File: config.mk
export PLATFORM = sky130hd
export DESIGN_NAME = mac_fifo_threshold_control
export DESIGN_NICKNAME = d
export VERILOG_FILES = /design/src/pkg/fifo_thresh_pkg.sv /design/src/rtl/mac_fifo_threshold_control.sv
export SDC_FILE = /design/constraint.sdc
export NUM_CORES = 1
export LEC_CHECK = 0
export ABC_CLOCK_PERIOD_IN_PS = 2670
export BUFFER_PORTS_ARGS = -buffer_cell sky130_fd_sc_hd__clkbuf_2
export CORE_MARGIN = 1.5
export CORE_UTILIZATION = 52
export DETAILED_ROUTE_END_ITERATION = 12
export GPL_ROUTABILITY_DRIVEN = 0
export PLACE_DENSITY = 0.74
export SETUP_SLACK_MARGIN = 0.3
export SYNTH_ARGS = -nofsm -noshare
export SYNTH_HDL_FRONTEND = slang
export SYNTH_SLANG_ARGS = --single-unit
File: constraint.sdc
create_clock -name clk -period 2.67 [get_ports clk]
set_input_delay 0.4005 -clock clk [delete_from_list [all_inputs] [get_ports clk]]
set_output_delay 0.4005 -clock clk [all_outputs]
set_load 0.05 [all_outputs]
File: src/pkg/fifo_thresh_pkg.sv
// Package with register map, field positions, reset values and carrier types.
package fifo_thresh_pkg;
	localparam logic [7:0] off_fifo_diag_control = 8'h3a;
	localparam logic [7:0] off_rx_early_byte_threshold = 8'h3e;
	localparam logic [7:0] off_tx_release_threshold = 8'h5d;
	localparam int bit_ram_test = 0;
	localparam int bit_keep_overrun = 9;
	localparam int bit_rx_full = 11;
	localparam int bit_transmitting = 14;
	localparam int bit_receiving = 15;
	localparam logic [15:0] ctrl_write_mask = 16'h0201;
	localparam logic [12:0] rx_early_reset = 13'h1ffc;
	localparam logic [12:0] rx_early_disabled = 13'h1ffc;
	localparam logic [12:0] rx_early_min = 13'h0008;
	localparam logic [12:0] rx_early_grain_mask = 13'h1ffc;
	localparam logic [7:0] tx_release_reset = 8'h08;
	localparam logic [7:0] tx_release_disabled = 8'hff;
	localparam int tx_release_unit_shift = 4;
	localparam int tx_status_release_bit = 1;
	localparam int rx_fifo_depth = 8;
	localparam int rx_fifo_width = 8;
	localparam int frame_tag_width = 8;

	typedef struct packed {
		logic [7:0] data;
		logic last;
	} rx_beat_t;

	typedef struct packed {
		logic [7:0] status;
		logic [7:0] tag;
	} tx_status_t;
endpackage

File: src/rtl/mac_fifo_threshold_control.sv
// FIFO control, receive early threshold and transmit release threshold logic.
`timescale 1ns/100ps
`default_nettype none

module rx_byte_fifo #(
	parameter int width = 9,
	parameter int depth = 8
) (
	input wire logic clk,
	input wire logic resetn,
	input wire logic in_valid,
	output logic in_ready,
	input wire logic [width-1:0] in_data,
	output logic out_valid,
	input wire logic out_ready,
	output logic [width-1:0] out_data,
	output logic full
);
	localparam int aw = $clog2(depth);
	logic [width-1:0] mem [depth];
	logic [aw-1:0] wr_ptr;
	logic [aw-1:0] rd_ptr;
	logic [aw:0] count;
	wire push = in_valid && in_ready;
	wire pop = out_valid && out_ready;
	assign full = (count == (aw+1)'(depth));
	assign in_ready = !full;
	assign out_valid = (count != '0);
	assign out_data = mem[rd_ptr];
	always_ff @(posedge clk) begin
		if (push) begin
			mem[wr_ptr] <= in_data;
		end
	end
	always_ff @(posedge clk or negedge resetn) begin
		if (!resetn) begin
			wr_ptr <= '0;
			rd_ptr <= '0;
			count <= '0;
		end else begin
			if (push) begin
				wr_ptr <= (wr_ptr == aw'(depth - 1)) ? '0 : wr_ptr + 1'b1;
			end
			if (pop) begin
				rd_ptr <= (rd_ptr == aw'(depth - 1)) ? '0 : rd_ptr + 1'b1;
			end
			count <= count + (aw+1)'(push) - (aw+1)'(pop);
		end
	end
endmodule

// ----------------------------------------------------------------------
// Overview of operation
// ----------------------------------------------------------------------
// Overview of operation
// - FIFO control bit 0 puts FIFO RAM in test mode; reset clears it.
// - Bit 9 clear discards overrun frames; set keeps exposed overrun frames visible.
// - Bit 11 reads high while receive FIFO is full, drops when not full.
// - Receive data arriving while receive FIFO is full marks the frame overrun.
// - Bit 14 is high while the MAC transmits or defers.
// - Bit 15 is high while a frame is received into the receive FIFO.
// - Receive early event rises when head frame bytes reach the early threshold.
// - The first destination address byte counts as byte one.
// - With the early gate set, receive DMA waits until threshold bytes or a whole frame arrived.
// - Early threshold resets to 1ffc, which disables the mechanism.
// - Early threshold below 8 acts as 8; above uses 4-byte steps.
// - At the release threshold that many bytes free; then each sent byte frees.
// - Release threshold is eight bits in units of 16 bytes.
// - Release threshold resets to 8, a release point of 128 bytes.
// - Release threshold 255 frees space only after the whole frame is sent.
// - Collision after release crossing means no retry and a release fault status.
// - A release fault disables the transmitter and exposes the frame tag.
// - The release fault is bit 1 of each transmit status entry.
// - Early event held on receive_early_event, withdrawn at frame end with receive-complete.
module mac_fifo_threshold_control (
	input wire logic clk,
	input wire logic resetn,
	input wire logic [7:0] reg_addr,
	input wire logic reg_write,
	input wire logic reg_read,
	input wire logic [15:0] reg_wdata,
	output logic [15:0] reg_rdata,
	input wire logic rx_in_valid,
	output logic rx_in_ready,
	input wire logic [7:0] rx_in_data,
	input wire logic rx_in_last,
	output logic rx_out_valid,
	input wire logic rx_out_ready,
	output logic [7:0] rx_out_data,
	output logic rx_out_last,
	output logic rx_overrun,
	output logic rx_discard_overrun,
	input wire logic receive_dma_early_gate,
	output logic receive_dma_start_allowed,
	output logic receive_early_event,
	output logic rx_complete_event,
	output logic fifo_ram_test_enable,
	input wire logic mac_transmitting,
	input wire logic mac_deferring,
	input wire logic tx_byte_sent,
	input wire logic tx_frame_start,
	input wire logic tx_frame_done,
	input wire logic tx_collision,
	input wire logic [7:0] tx_frame_id,
	output logic [10:0] tx_free_bytes,
	output logic tx_free_valid,
	output logic tx_retry_allowed,
	output logic tx_status_push,
	output logic [7:0] tx_status_entry,
	output logic tx_disable,
	output logic [7:0] transmit_frame_tag
);
	// ----------------------------------------------------------------------
	// Registers
	// ----------------------------------------------------------------------
	logic ram_test;
	logic keep_overrun;
	logic [12:0] early_thresh;
	logic [7:0] release_thresh;

	wire hit_ctrl = reg_addr == fifo_thresh_pkg::off_fifo_diag_control;
	wire hit_early = reg_addr == fifo_thresh_pkg::off_rx_early_byte_threshold;
	wire hit_release = reg_addr == fifo_thresh_pkg::off_tx_release_threshold;

	always_ff @(posedge clk or negedge resetn) begin
		if (!resetn) begin
			ram_test <= 1'b0;
			keep_overrun <= 1'b0;
			early_thresh <= fifo_thresh_pkg::rx_early_reset;
			release_thresh <= fifo_thresh_pkg::tx_release_reset;
		end else if (reg_write) begin
			if (hit_ctrl) begin
				// Only writable bits are taken; flag positions are dropped.
				ram_test <= reg_wdata[fifo_thresh_pkg::bit_ram_test];
				keep_overrun <= reg_wdata[fifo_thresh_pkg::bit_keep_overrun];
			end
			if (hit_early) begin
				early_thresh <= reg_wdata[12:0];
			end
			if (hit_release) begin
				release_thresh <= reg_wdata[7:0];
			end
		end
	end
	assign fifo_ram_test_enable = ram_test;

	// ----------------------------------------------------------------------
	// Receive path
	// ----------------------------------------------------------------------
	logic fifo_full;
	logic receiving;
	logic frame_overrun;
	logic [12:0] head_count;
	logic early_hit;
	localparam int fw = $clog2(fifo_thresh_pkg::rx_fifo_depth) + 1;
	logic [fw-1:0] whole_frames;
	fifo_thresh_pkg::rx_beat_t in_beat;
	fifo_thresh_pkg::rx_beat_t out_beat;
	assign in_beat.data = rx_in_data;
	assign in_beat.last = rx_in_last;

	rx_byte_fifo #(
		.width(fifo_thresh_pkg::rx_fifo_width + 1),
		.depth(fifo_thresh_pkg::rx_fifo_depth)
	) u_rx_fifo (
		.clk(clk),
		.resetn(resetn),
		.in_valid(rx_in_valid),
		.in_ready(rx_in_ready),
		.in_data(in_beat),
		.out_valid(rx_out_valid),
		.out_ready(rx_out_ready),
		.out_data(out_beat),
		.full(fifo_full)
	);
	assign rx_out_data = out_beat.data;
	assign rx_out_last = out_beat.last;

	// Data offered while full is lost, so the frame is marked overrun.
	wire overrun_now = rx_in_valid && fifo_full;
	wire rx_push = rx_in_valid && rx_in_ready;
	wire frame_end = rx_push && rx_in_last;
	// A frame that has fully arrived may always be drained, or a gated frame would stall.
	wire tail_pop = rx_out_valid && rx_out_ready && rx_out_last;

	// Below the floor the floor applies; the low two bits are dropped for 4-byte steps.
	wire [12:0] early_eff = (early_thresh < fifo_thresh_pkg::rx_early_min) ?
		fifo_thresh_pkg::rx_early_min :
		(early_thresh & fifo_thresh_pkg::rx_early_grain_mask);
	wire early_enabled = early_thresh != fifo_thresh_pkg::rx_early_disabled;
	// Count includes the byte taken this cycle, so the first byte is byte one.
	wire [12:0] next_head_count = head_count + 13'(rx_push);
	wire early_reached = next_head_count >= early_eff;

	always_ff @(posedge clk or negedge resetn) begin
		if (!resetn) begin
			receiving <= 1'b0;
			frame_overrun <= 1'b0;
			head_count <= '0;
			early_hit <= 1'b0;
			rx_complete_event <= 1'b0;
			rx_overrun <= 1'b0;
			rx_discard_overrun <= 1'b0;
			whole_frames <= '0;
		end else begin
			whole_frames <= whole_frames + fw'(frame_end) - fw'(tail_pop);
			rx_complete_event <= frame_end;
			rx_overrun <= overrun_now && !frame_overrun;
			rx_discard_overrun <= 1'b0;
			if (frame_end) begin
				receiving <= 1'b0;
				head_count <= '0;
				early_hit <= 1'b0;
				frame_overrun <= 1'b0;
				rx_discard_overrun <= (frame_overrun || overrun_now) && !keep_overrun;
			end else begin
				if (rx_in_valid) begin
					receiving <= 1'b1;
				end
				if (overrun_now) begin
					frame_overrun <= 1'b1;
				end
				head_count <= next_head_count;
				if (early_enabled && early_reached && rx_push) begin
					early_hit <= 1'b1;
				end
			end
		end
	end
	assign receive_early_event = early_hit;
	assign receive_dma_start_allowed = !receive_dma_early_gate || !early_enabled ||
		early_hit || whole_frames != '0;

	// ----------------------------------------------------------------------
	// Transmit release
	// ----------------------------------------------------------------------
	logic [10:0] sent_count;
	logic released;
	logic fault_latched;
	logic [7:0] tag;
	logic [7:0] frame_id;
	wire release_disabled = release_thresh == fifo_thresh_pkg::tx_release_disabled;
	wire [11:0] release_bytes = {release_thresh, 4'h0};
	wire [11:0] next_sent = {1'b0, sent_count} + 12'(tx_byte_sent);
	wire cross_now = !release_disabled && !released && tx_byte_sent &&
		next_sent == release_bytes;
	wire fault_now = tx_collision && released;

	always_ff @(posedge clk or negedge resetn) begin
		if (!resetn) begin
			sent_count <= '0;
			released <= 1'b0;
			tx_free_bytes <= '0;
			tx_free_valid <= 1'b0;
			tx_status_push <= 1'b0;
			tx_status_entry <= '0;
			fault_latched <= 1'b0;
			tag <= '0;
			frame_id <= '0;
		end else begin
			tx_free_valid <= 1'b0;
			tx_status_push <= 1'b0;
			if (tx_frame_start) begin
				sent_count <= '0;
				released <= 1'b0;
				frame_id <= tx_frame_id;
			end else begin
				sent_count <= next_sent[10:0];
				if (cross_now) begin
					released <= 1'b1;
					tx_free_bytes <= next_sent[10:0];
					tx_free_valid <= 1'b1;
				end else if (released && tx_byte_sent) begin
					tx_free_bytes <= 11'h001;
					tx_free_valid <= 1'b1;
				end else if (tx_frame_done && !released) begin
					tx_free_bytes <= sent_count;
					tx_free_valid <= 1'b1;
				end
			end
			if (fault_now) begin
				tx_status_push <= 1'b1;
				tx_status_entry <= 8'h01 << fifo_thresh_pkg::tx_status_release_bit;
				fault_latched <= 1'b1;
				tag <= frame_id;
			end else if (reg_write && hit_release) begin
				// Reprogramming the threshold rearms the transmitter.
				fault_latched <= 1'b0;
			end
		end
	end
	assign tx_retry_allowed = !released;
	assign tx_disable = fault_latched;
	assign transmit_frame_tag = tag;

	// ----------------------------------------------------------------------
	// Read back
	// ----------------------------------------------------------------------
	logic [15:0] ctrl_view;
	always_comb begin
		ctrl_view = '0;
		ctrl_view[fifo_thresh_pkg::bit_ram_test] = ram_test;
		ctrl_view[fifo_thresh_pkg::bit_keep_overrun] = keep_overrun;
		ctrl_view[fifo_thresh_pkg::bit_rx_full] = fifo_full;
		ctrl_view[fifo_thresh_pkg::bit_transmitting] = mac_transmitting || mac_deferring;
		ctrl_view[fifo_thresh_pkg::bit_receiving] = receiving;
	end

	wire [15:0] read_mux = hit_ctrl ? ctrl_view :
		hit_early ? {3'b000, early_thresh} :
		hit_release ? {8'h00, release_thresh} : 16'h0000;

	always_ff @(posedge clk or negedge resetn) begin
		if (!resetn) begin
			reg_rdata <= '0;
		end else if (reg_read) begin
			reg_rdata <= read_mux;
		end
	end
endmodule

`default_nettype wire

# [Word level (Yosys, flattened, before mapping)]
# Memories as Yosys holds them, arrays and structs flattened.
# Cells that the tools add are included.
[op_classes] shifts=0 n_reduce_logical=40 n_eq_ne=9 addsub=8 mul=0 n_mux=29 div_mod_pow=0 n_lt_le_gt_ge=2 bitwise_logic=1
[ops] op="$mux 11" n=4
[ops] op="$mux 13" n=3
[ops] op="$mux 1" n=18
[ops] op="$eq 8x6->1 const B" n=2
[ops] op="$logic_and 1x1->1" n=16
[ops] op="$mux 16" n=1
[ops] op="$add 13x1->13" n=1
[ops] op="$ge 13x13->1" n=1
[ops] op="$lt 13x4->1 const B" n=1
[ops] op="$ne 13x13->1 const B" n=1
[ops] op="$add 11x1->12" n=1
[ops] op="$eq 12x12->1" n=1
[ops] op="$reduce_bool 2->1" n=5
[ops] op="$add 4x1->4" n=2
[ops] op="$eq 8x7->1 const B" n=1
[ops] op="$eq 8x8->1 const B" n=1
[ops] op="$mux 8" n=1
[ops] op="$reduce_and 2->1" n=4
[ops] op="$reduce_bool 4->1" n=2
[ops] op="$sub 4x1->4" n=2
[ops] op="$logic_not 1->1" n=7
[ops] op="$add 3x1->3 const B" n=2
[ops] op="$eq 3x3->1 const B" n=2
[ops] op="$mux 3" n=2
[ops] op="4 further kinds" n=8
[word_totals] input_bits=54 romBits=0 latchBits=0 regBits=115 output_inout_bits=64 memories=1 ram_bits=72 elab_cells=115
[memory_table] memory="u_rx_fifo.mem" words=8 word_bits=9 rd=1 rd_clocked_by_memory_dff=0 write_ports=1 line_no="mac_fifo_threshold_control.sv:20" source="logic [width-1:0] mem [depth];"

# [Depth between registers and ports, before layout]
# Gate-level depths: netlist of the first run.
[depth] ltp_word=9 mapped_depth=18 ltp_nobuf=18

# [Hierarchy]
# Synthesis of the first run repeated with hierarchy kept, for this count alone.
[unflattened] cells_unflattened=659 area_unflattened_um2=8708.4
[modules_own_cells] mod="mac_fifo_threshold_control" area_each_um2=5308.8 n_inst=1 seq_area_each_um2=2617.5 cells_per_inst=495
[modules_own_cells] mod="rx_byte_fifo" area_each_um2=3399.5 n_inst=1 seq_area_each_um2=2412.3 cells_per_inst=164

# [Least setup slack after synthesis of the first run]
# No wires, ideal clock.
[synth_timing] path_kind="register to register" from="register u_rx_fifo.count[2]" to="register early_hit, in the netlist receive_early_event" path_slack_ps=-668 period_less_slack_ps=3338 t_arrival_ps=3208 setup_ps=130 t_required_ps=2540 n_path_buf=0 path_stages_with_launch=19 cell_sequence="dfrtp_1 -> inv_1 -> ha_1 -> and2_1 -> inv_1 -> nand2_1 -> inv_1 -> ha_1 -> nand3_1 -> xnor2_1 -> ha_1 -> nor2b_1 -> o21a_1 -> o21a_1 -> o21a_1 -> o21ai_0 -> a21boi_0 -> o21ai_0 -> a31oi_1"
[synth_between] elab_chain_cells=8 word_cells_on_any_way=10 classes_between="add/sub: 1; order compare: 1; eq/ne: 1; mux: 1; reduce/logical: 6"
[synth_rtl] element="from (decl)" line_no="mac_fifo_threshold_control.sv:23" source="logic [aw:0] count;"
[synth_rtl] element="from (signal assigned)" line_no="mac_fifo_threshold_control.sv:47" source="count <= count + (aw+1)'(push) - (aw+1)'(pop);"
[synth_rtl] element="$eq 4x4->1 *" line_no="mac_fifo_threshold_control.sv:26" source="assign full = (count == (aw+1)'(depth));"
[synth_rtl] element="$logic_not 1->1 *" line_no="mac_fifo_threshold_control.sv:27" source="assign in_ready = !full;"
[synth_rtl] element="named net rx_in_ready" line_no="mac_fifo_threshold_control.sv:84" source="output logic rx_in_ready,"
[synth_rtl] element="$logic_and 1x1->1 *" line_no="mac_fifo_threshold_control.sv:181" source="wire rx_push = rx_in_valid && rx_in_ready;"
[synth_rtl] element="named net rx_push" line_no="mac_fifo_threshold_control.sv:181"
[synth_rtl] element="$add 13x1->13" line_no="mac_fifo_threshold_control.sv:192" source="wire [12:0] next_head_count = head_count + 13'(rx_push);"
[synth_rtl] element="$ge 13x13->1" line_no="mac_fifo_threshold_control.sv:193" source="wire early_reached = next_head_count >= early_eff;"
[synth_rtl] element="$logic_and 1x1->1 (2 in a row)" line_no="mac_fifo_threshold_control.sv:224" source="if (early_enabled && early_reached && rx_push) begin"
[synth_rtl] element="$reduce_bool 2->1 (no line)"
[synth_rtl] element="to (signal assigned)" line_no="mac_fifo_threshold_control.sv:200" source="early_hit <= 1'b0;"
[synth_rtl] element="to (signal assigned)" line_no="mac_fifo_threshold_control.sv:213" source="early_hit <= 1'b0;"
[synth_rtl] element="to (signal assigned)" line_no="mac_fifo_threshold_control.sv:225" source="early_hit <= 1'b1;"
[synth_rtl] element="to (decl)" line_no="mac_fifo_threshold_control.sv:154" source="logic early_hit;"
# Mark *: on every way through the listed nets, which the timed path passes. The rest lies on a longest branch.
# A chain may end at the register's enable or synchronous reset.

# [Final worst setup path of the first run]
[layout_timing] from="register early_thresh[5]" to="output port receive_dma_start_allowed"
[layout_between] elab_chain_cells=5
[layout_rtl] element="from (decl)" line_no="mac_fifo_threshold_control.sv:118" source="logic [12:0] early_thresh;"
[layout_rtl] element="from (signal assigned)" line_no="mac_fifo_threshold_control.sv:129" source="early_thresh <= fifo_thresh_pkg::rx_early_reset;"
[layout_rtl] element="from (signal assigned)" line_no="mac_fifo_threshold_control.sv:138" source="early_thresh <= reg_wdata[12:0];"
[layout_rtl] element="$ne 13x13->1" line_no="mac_fifo_threshold_control.sv:190" source="wire early_enabled = early_thresh != fifo_thresh_pkg::rx_early_disabled;"
[layout_rtl] element="$logic_not 1->1" line_no="mac_fifo_threshold_control.sv:231" source="assign receive_dma_start_allowed = !receive_dma_early_gate || !early_enabled ||"
[layout_rtl] element="$logic_or 1x1->1 (2 in a row)" line_no="mac_fifo_threshold_control.sv:231"
[layout_rtl] element="$logic_or 1x1->1" line_no="mac_fifo_threshold_control.sv:232" source="early_hit || whole_frames != '0;"
[layout_rtl] element="to (decl)" line_no="mac_fifo_threshold_control.sv:94" source="output logic receive_dma_start_allowed,"
# Every way passes these cells.

==> results of run 1 <==
[power groups by stage]
stage | Combinational [uW] | Sequential (uW) | Clock (uW)
after floorplan | 2040 | 4020 | 0
after global placement | 3050 | 3710 | 0
after detailed placement | 3180 | 3740 | 0
after CTS | 3690 | 3710 | 2620
after global routing | 4300 | 3760 | 2740
final | 4040 | 3720 | 2590
[worst max-delay path: cells and delay by family, from the launching register on]
kind                   cells  cell delay, ns
DFF                        1            0.54
and+or+nand+nor            4            1.16
buffers and inverters      3            0.33
[synth_stat cells (7+ instances only)]
cell	number
nand3_1	19
dfrtp_1	102
and2_1	12
clkbuf_1	11
ha_1	30
nor3_1	7
o21ai_0	28
inv_1	44
buf_4	9
nand2_1	38
xor2_1	9
mux4_2	18
nor2_1	28
a21oi_1	36
edfxtp_1	72
nand2b_1	7
nor2b_1	10
a22oi_1	7
dfstp_2	12
nand4_1	7
mux2_2	52
xnor2_1	13
[per-layer routing]
layer,global-route usage,up-vias
met5,0,-
li1,-,2673
met4,0.0889,0
met2,0.422,165
met1,0.298,3025
met3,0.0513,34
[cell type report]
| cell class | count | area share |
|---|---|---|
| timing repair buffer | 176 | 0.121 |
| inverter | 44 | 0.0163 |
| tap | 216 | 0.0247 |
| multi-input combinational | 396 | 0.322 |
| clock buffer | 23 | 0.0465 |
| sequential | 186 | 0.459 |
| clock inverter | 9 | 0.00959 |
[registers in the layout, summed over array words and instances (netlist names), 3 cells and up]
signal and count:
early_thresh 13, frame_id 8, head_count 13, reg_rdata 15, release_thresh 8, sent_count 11, transmit_frame_tag 8, tx_free_bytes 11
u_rx_fifo.count 4, u_rx_fifo.mem 72, u_rx_fifo.rd_ptr 3, u_rx_fifo.wr_ptr 3, whole_frames 4
[cells by family (layout without fill, tap and decap cells)]
kind of cell,Yosys count,in the layout,synth area share
and+or+nand+nor,163,163,0.102
other,1,8,0.000446
muxes,71,71,0.119
AOI/OAI and AO/OA,99,99,0.0704
xor gates and xnor gates,22,22,0.0229
DFF,186,186,0.598
buffers and inverters,73,252,0.0370
adders and majority gates,33,33,0.0506
[worst max-delay path by stage]
stage | startpoint | end | slack [ns] | cells after the start
floorplan | u_rx_fifo.count[1] | receive_early_event | -0.26 | 17
finish | early_thresh[5] | receive_dma_start_allowed | -0.17 | 7
global route | early_thresh[5] | receive_dma_start_allowed | -0.26 | 7
global placement | u_rx_fifo.count[2] | receive_early_event | -0.09 | 18
CTS | early_thresh[5] | receive_dma_start_allowed | -0.23 | 7
detailed placement | tx_byte_sent | tx_free_bytes[9] | -0.11 | 11
[layout by cell type, fill, tap and decap left out, drive strengths merged, types with 8 or more instances in the layout]
cell and count:
o21ai 28, dfstp 12, inv 46, edfxtp 72
mux4 18, xnor2 13, nand3 20, dfrtp 102
ha 30, buf 79, mux2 52, clkbuf 119
a21oi 36, and2 12, nor2b 10, nand2 38
conb 8, nor2 28, xor2 9
[repair_timing]
action,CTS,global route
setup buffers,12,9
endpoints found under the setup margin,27,29
gates cloned,3,0
resized for setup,89,43
endpoints found under the hold margin,34,0
hold buffers,1,0
pin swaps,28,12
[through the flow]
stage / instance area (sq um) / worst slack (ns) / util
2_1_floorplan: 8570 / -0.255 / -
4_1_cts: 10700 / -0.227 / 0.677
3_3_place_gp: 9590 / -0.0860 / 0.606
5_1_grt: 11000 / -0.264 / 0.692
6_report: 11000 / -0.173 / 0.692
3_5_place_dp: 9590 / -0.112 / 0.606
==> flow_summary_export.csv, run 1 <==
group,metric,value,unit
hold_path,whs_endpoint,"early_thresh[11]",
sta,rsz0062_at_grt,"yes",
synthesis,synth-main-ff-cell,"dfrtp_1",
synthesis,syn_area_per_cell,13.0,sq um
power,p_total,10400,uW
clock_network,numCtsBuffers,17,
finish,ff_latch_area,5030,sq um
sta,worstMarginPinSlew,0.624,ns
routing,wl_met3,783,um
clock_network,path_clk_slew,0.07,ns
global_routing,grt_pass1_wl,30900,um
sta,setup_violations,4,
hold_path,holdPathStages,2,
synthesis,netlist_top_cells_area,"dfrtp_1 (30%), edfxtp_1 (26%), mux2_2 (7.0%), mux4_2 (4.8%), ha_1 (4.5%)",
place,placed_cells,993,
sta,relSlewSlack,0.583,
finish,layout-area-overhead-vs-synth,30.3,%
finish,multiInputGateArea,3530,sq um
clock_network,cts_tree,"yes",
routing,dr.pass1.iters,4,
worst_setup_path,worst_setup_path_end_kind,"output port",
hold_path,min_path_type,"in2reg",
power,ir_drop,0.681,mV
sta,fmax,352,MHz
die,io_pins,118,
sta,slew_violations,0,
power,leakagePower,0.00472,uW
clock_network,cts_sinks,186,
routing,finalWirelength,20000,um
synthesis,synth_area_leader_cell,"dfrtp_1",
routing,vias_per_cell,5.62,
clock_network,insertion_delay,0.42,ns
sta,fin_crit,2.84,ns
routing,num_vias,5897,
worst_setup_path,cpMostUsedCell,"or3_4",
finish,stdcell_count,1050,
run_status,status,"finished, violations left",
global_routing,antenna_found_initial,0,
worst_setup_path,crit_slowest_cell,"dfstp_2",
finish,fill_cells,1081,
sta,period_share,1.06,
synthesis,netlist.area_leader.share,0.303,
routing,m1WireLength,8180,um
hold_path,hp-start,"reg_wdata[11]",
worst_setup_path,critPathLaunchType,"register",
die,die_h,130,um
worst_setup_path,worstPathCellList,"inv_2 -> or4_1 -> or3_4 -> nor4_4 -> buf_4 -> or3_4 -> buf_12",
power,comb_power_share,0.391,
clock_network,cts_root_buf,"clkbuf_16",
worst_setup_path,timing.rr.start,"u_rx_fifo.count[3]",
routing,drc,0,
routing,met2_wirelength,10500,um
sta,timing.final.ws_setup,-0.173,ns
power,switching_share,0.337,
power,intPower,6870,uW
synthesis,synthDistinctLibCells,57,
worst_setup_path,critPathArrivalTime,2.44,ns
place,dp_hpwl,13000,um
synthesis,synthArstFlopShare,0.613,
sta,whs,0.205,ns
die,die_w,130,um
flow_run,cap_violations,0,
die,die_area,16900,sq um
synthesis,syn_area,8410,sq um
global_routing,overflow,0,
worst_setup_path,path_max_fanout,2,
power,p_switching,3490,uW
sta,hold_violations,0,
die,initial_utilization,0.531,
worst_setup_path,r2r_setup_slack,-0.07,ns
clock_network,clockBufferDepth,2,
worst_setup_path,r2r_cells,17,
routing,top_layer_used,"met4",
finish,antennaDiodeCount,0,
finish,nets,907,
routing,wl_per_cell,19.1,um
die,core_area,15800,sq um
synthesis,seq_area_frac_synth,0.598,
global_routing,grt_usage,0.242,
routing,antenna_left,0,
worst_setup_path,path_class,"reg2out",
power,seqPwrFrac,0.359,
worst_setup_path,r2r_end,"receive_early_event",
synthesis,synth_edf_count,72,
routing,first_iter_violations,391,
finish,drive_above_1_share,0.439,
power,power_per_cell_area,945,nW/um^2
worst_setup_path,slowest_delay,0.54,ns
run_status,violations,"setup timing",
die,rows,46,
synthesis,syn-instance-count,648,
global_routing,grt_max_degree,50,
synthesis,yosysWarnings,0,
clock_network,cts_max_level,4,
worst_setup_path,crit_required,2.27,ns
sta,skew,0.00792,ns
sta,tns,-0.298,ns
power,clockPowerShare,0.250,
synthesis,synth-seq-cells,186,
place,portBuffers,106,
global_routing,grt_pass1_vias,5995,
(Power assumes the default switching activity.)
==> inputs of run 2 (changes only) <==
--- a/config.mk
+++ b/config.mk
@@ -11,8 +11,9 @@
 export CORE_UTILIZATION = 52
 export DETAILED_ROUTE_END_ITERATION = 12
 export GPL_ROUTABILITY_DRIVEN = 0
-export PLACE_DENSITY = 0.74
+export PLACE_DENSITY_LB_ADDON = 0.2
 export SETUP_SLACK_MARGIN = 0.3
 export SYNTH_ARGS = -nofsm -noshare
 export SYNTH_HDL_FRONTEND = slang
+export SYNTH_HIERARCHICAL = 1
 export SYNTH_SLANG_ARGS = --single-unit
==> run 2 against run 1 <==
Net effect: critical path depth grew 9; combinational power grew 7.7%; clock skew grew 0.0028 ns; first-iteration DRC count shrank 10%; clock power grew 3%; die area grew 3.4%; count of clock-buffer cells in the layout shrank 6; synthesized cell count grew 1.7%; total power grew 4.2%; non-clock buffer count grew 26; register-to-register slack lost 0.44 ns; the run still ends with setup timing left.
==> flow_summary_export.csv, run 2 <==
group,metric,value,unit
synthesis,syn_area_per_cell,13.2,sq um
clock_network,cts_tree,"yes",
sta,slew_violations,0,
clock_network,cts_sinks,186,
synthesis,yosysWarnings,6,
flow_run,cap_violations,0,
finish,layout_commonest_cell,"dfrtp_1",
synthesis,synth-main-ff-cell,"dfrtp_1",
global_routing,antenna_found_initial,0,
sta,relSlewSlack,0.583,
finish,final_cell_mix,"dfrtp_1 (101), clkbuf_2 (95), buf_4 (83), edfxtp_1 (72), mux2_2 (48)",
sta,rsz0062_at_grt,"yes",
finish,nets,938,
clock_network,insertion_delay,0.43,ns
power,power_per_cell_area,954,nW/um^2
worst_setup_path,path_max_fanout,3,
worst_setup_path,path_class,"reg2reg",
finish,design_area,11300,sq um
finish,layout-area-overhead-vs-synth,29.8,%
routing,wl_per_cell,18.4,um
finish,final_util,0.686,
worst_setup_path,crit_required,2.97,ns
power,leakagePower,0.00484,uW
die,die_w,132,um
global_routing,grt_max_degree,42,
synthesis,seq_area_frac_synth,0.578,
global_routing,grt_pass1_wl,32200,um
routing,drc,0,
die,rows,47,
worst_setup_path,cpMostUsedCell,"o21a_1",
power,ir_drop,0.725,mV
sta,fmax,315,MHz
sta,setup_violations,13,
hold_path,min_path_type,"in2reg",
sta,fin_crit,3.18,ns
synthesis,syn-instance-count,659,
finish,top_regs,"u_rx_fifo/mem: 72 flops, reg_rdata: 15 flops",
synthesis,netlist.area_leader.share,0.293,
global_routing,overflow,0,
routing,finalWirelength,19900,um
clock_network,cts_root_buf,"clkbuf_16",
die,die_h,132,um
die,io_pins,118,
finish,ff_latch_area,5030,sq um
synthesis,syn_area,8710,sq um
die,core_area,16500,sq um
finish,fill_cells,1205,
routing,vias_per_cell,5.44,
routing,dr.pass1.iters,4,
sta,hold_violations,0,
global_routing,grt_usage,0.237,
worst_setup_path,cp.buffers_inverters,1,
synthesis,synthMostInstantiatedCell,"dfrtp_1",
synthesis,synth_edf_count,72,
sta,tns,-1.59,ns
finish,antennaDiodeCount,0,
clock_network,path_clk_slew,0.07,ns
place,dp_hpwl,13500,um
finish,drive_above_1_share,0.462,
sta,timing.final.ws_setup,-0.505,ns
finish,multiInputGateArea,3660,sq um
place,portBuffers,106,
die,die_area,17500,sq um
clock_network,clockBufferDepth,2,
sta,skew,0.0107,ns
global_routing,grt_pass1_vias,6244,
clock_network,numCtsBuffers,17,
synthesis,synth_area_leader_cell,"dfrtp_1",
run_status,violations,"setup timing",
synthesis,synthArstFlopShare,0.613,
worst_setup_path,critPathLaunchType,"register",
worst_setup_path,slowest_delay,0.37,ns
worst_setup_path,worst_setup_path_end_kind,"register",
run_status,status,"finished, violations left",
sta,worstMarginPinSlew,0.626,ns
synthesis,synth-seq-cells,186,
sta,period_share,1.19,
worst_setup_path,crit_family,"compound AO/OA/AOI/OAI gates",
clock_network,cts_max_level,4,
worst_setup_path,worstPathCellList,"inv_2 -> ha_4 -> or3b_4 -> and2_4 -> ha_4 -> nand3_4 -> xnor2_2 -> ha_1 -> nor2b_4 -> o21a_1 -> o21a_1 -> o21a_1 -> o21ai_2 -> a21oi_2 -> o311ai_1 -> nand3_1",
worst_setup_path,critPathArrivalTime,3.48,ns
synthesis,synthDistinctLibCells,65,
routing,antenna_left,0,
die,initial_utilization,0.529,
worst_setup_path,crit_slowest_cell,"dfrtp_1",
place,postPlaceCellArea,9940,sq um
finish,top_register,"u_rx_fifo/mem",
finish,largest_register_ff_count,72,
routing,first_iter_violations,351,
synthesis,netlist_top_cells_area,"dfrtp_1 (29%), edfxtp_1 (25%), mux2_2 (7.4%), mux4_1 (5.1%), ha_1 (4.3%)",
synthesis,synth_common_cells,"dfrtp_1 (102), edfxtp_1 (72), mux2_2 (57)",
routing,num_vias,5907,
==> run 2: cell count changes in the layout (fill, tap and decap cells not counted), sizes merged, moves of 4 or more <==
cell / delta
a21oi: -20
buf: +19
o21ai: -15
nor2: +11
o22ai: +10
inv: +7
mux2: +7
xnor2: +6
a21o: -4
a22o: -4
nand2: -4
o311ai: +4
or4: +4
==> run 2: worst register-to-register path: stages (launching register included) <==
cell      delay (ns)
dfrtp_1         0.37
inv_2           0.08
ha_4            0.12
or3b_4          0.37
and2_4          0.16
ha_4            0.18
nand3_4         0.09
xnor2_2         0.13
ha_1            0.29
nor2b_4         0.14
o21a_1          0.17
o21a_1          0.18
o21a_1          0.20
o21ai_2         0.13
a21oi_2         0.07
o311ai_1        0.28
nand3_1         0.09
==> run 2: timing repair <==
item                                    4_1_cts  5_1_grt
gates cloned                                  3        0
endpoints found under the setup margin       30       31
hold buffers                                  1        0
pin swaps                                    22       22
gates resized for setup                     103       25
setup buffers                                17       13
hold endpoints to repair                     18        0
==> run 2: power breakdown <==
| group | switching, uW | total (uW) | internal [uW] | leakage [uW] |
|---|---|---|---|---|
| registers | 318 | 3770 | 3460 | 0.00209 |
| clock network | 1150 | 2660 | 1520 | 0.000310 |
| logic | 2260 | 4350 | 2090 | 0.00244 |
| total | 3720 | 10800 | 7060 | 0.00484 |
==> run 2: path summary, 6_finish.rpt <==
check	slack, ns	cells past startpoint	start	end
max	-0.51	16	u_rx_fifo/count[2]	receive_early_event
min	0.20	2	tx_frame_id[6]	frame_id[6]
max reg2reg	-0.51	16	u_rx_fifo/count[2]	receive_early_event
min reg2reg	0.42	1	frame_overrun	rx_overrun
max in group asynchronous	1.36	3	resetn	early_thresh[9]
min in group asynchronous	0.54	2	resetn	frame_id[6]
==> run 2: cell families after synthesis <==
group	synth area share
compound gates	0.0545
xor+xnor	0.0313
fa+ha+maj	0.0477
buf+inv	0.0467
flops	0.578
mux	0.130
other cells	0.000431
simple gates	0.112
==> run 2: routing by layer <==
layer  share of wire  up-vias  track usage  routed length [um]
met2            0.53      134        0.408               10600
met5               0        -            0                   0
met4           0.023        0       0.0763                 450
met3           0.030       34       0.0513                 606
li1                -     2758            -                   -
met1            0.42     2981        0.301                8290
==> run 2: cell type report <==
| type | instances | area share |
|---|---|---|
| multi-input cells | 398 | 0.324 |
| clock buffers | 17 | 0.0376 |
| inverters | 47 | 0.0158 |
| repair buffers | 202 | 0.134 |
| clock inverters | 15 | 0.0186 |
| flip-flops and latches | 186 | 0.445 |
| well taps | 220 | 0.0244 |
==> run 2: stage by stage <==
stage | total power [uW] | setup slack [ns] | hold WS [ns] | cells
after floorplan | 6210 | -0.408 | 0.105 | 666
after global placement | 6950 | -0.330 | 0.413 | 1019
after detailed placement | 7100 | -0.468 | 0.414 | 1019
after CTS | 10600 | -0.414 | 0.186 | 1072
after global routing | 11300 | -0.645 | 0.192 | 1085
final | 10800 | -0.505 | 0.201 | 1085
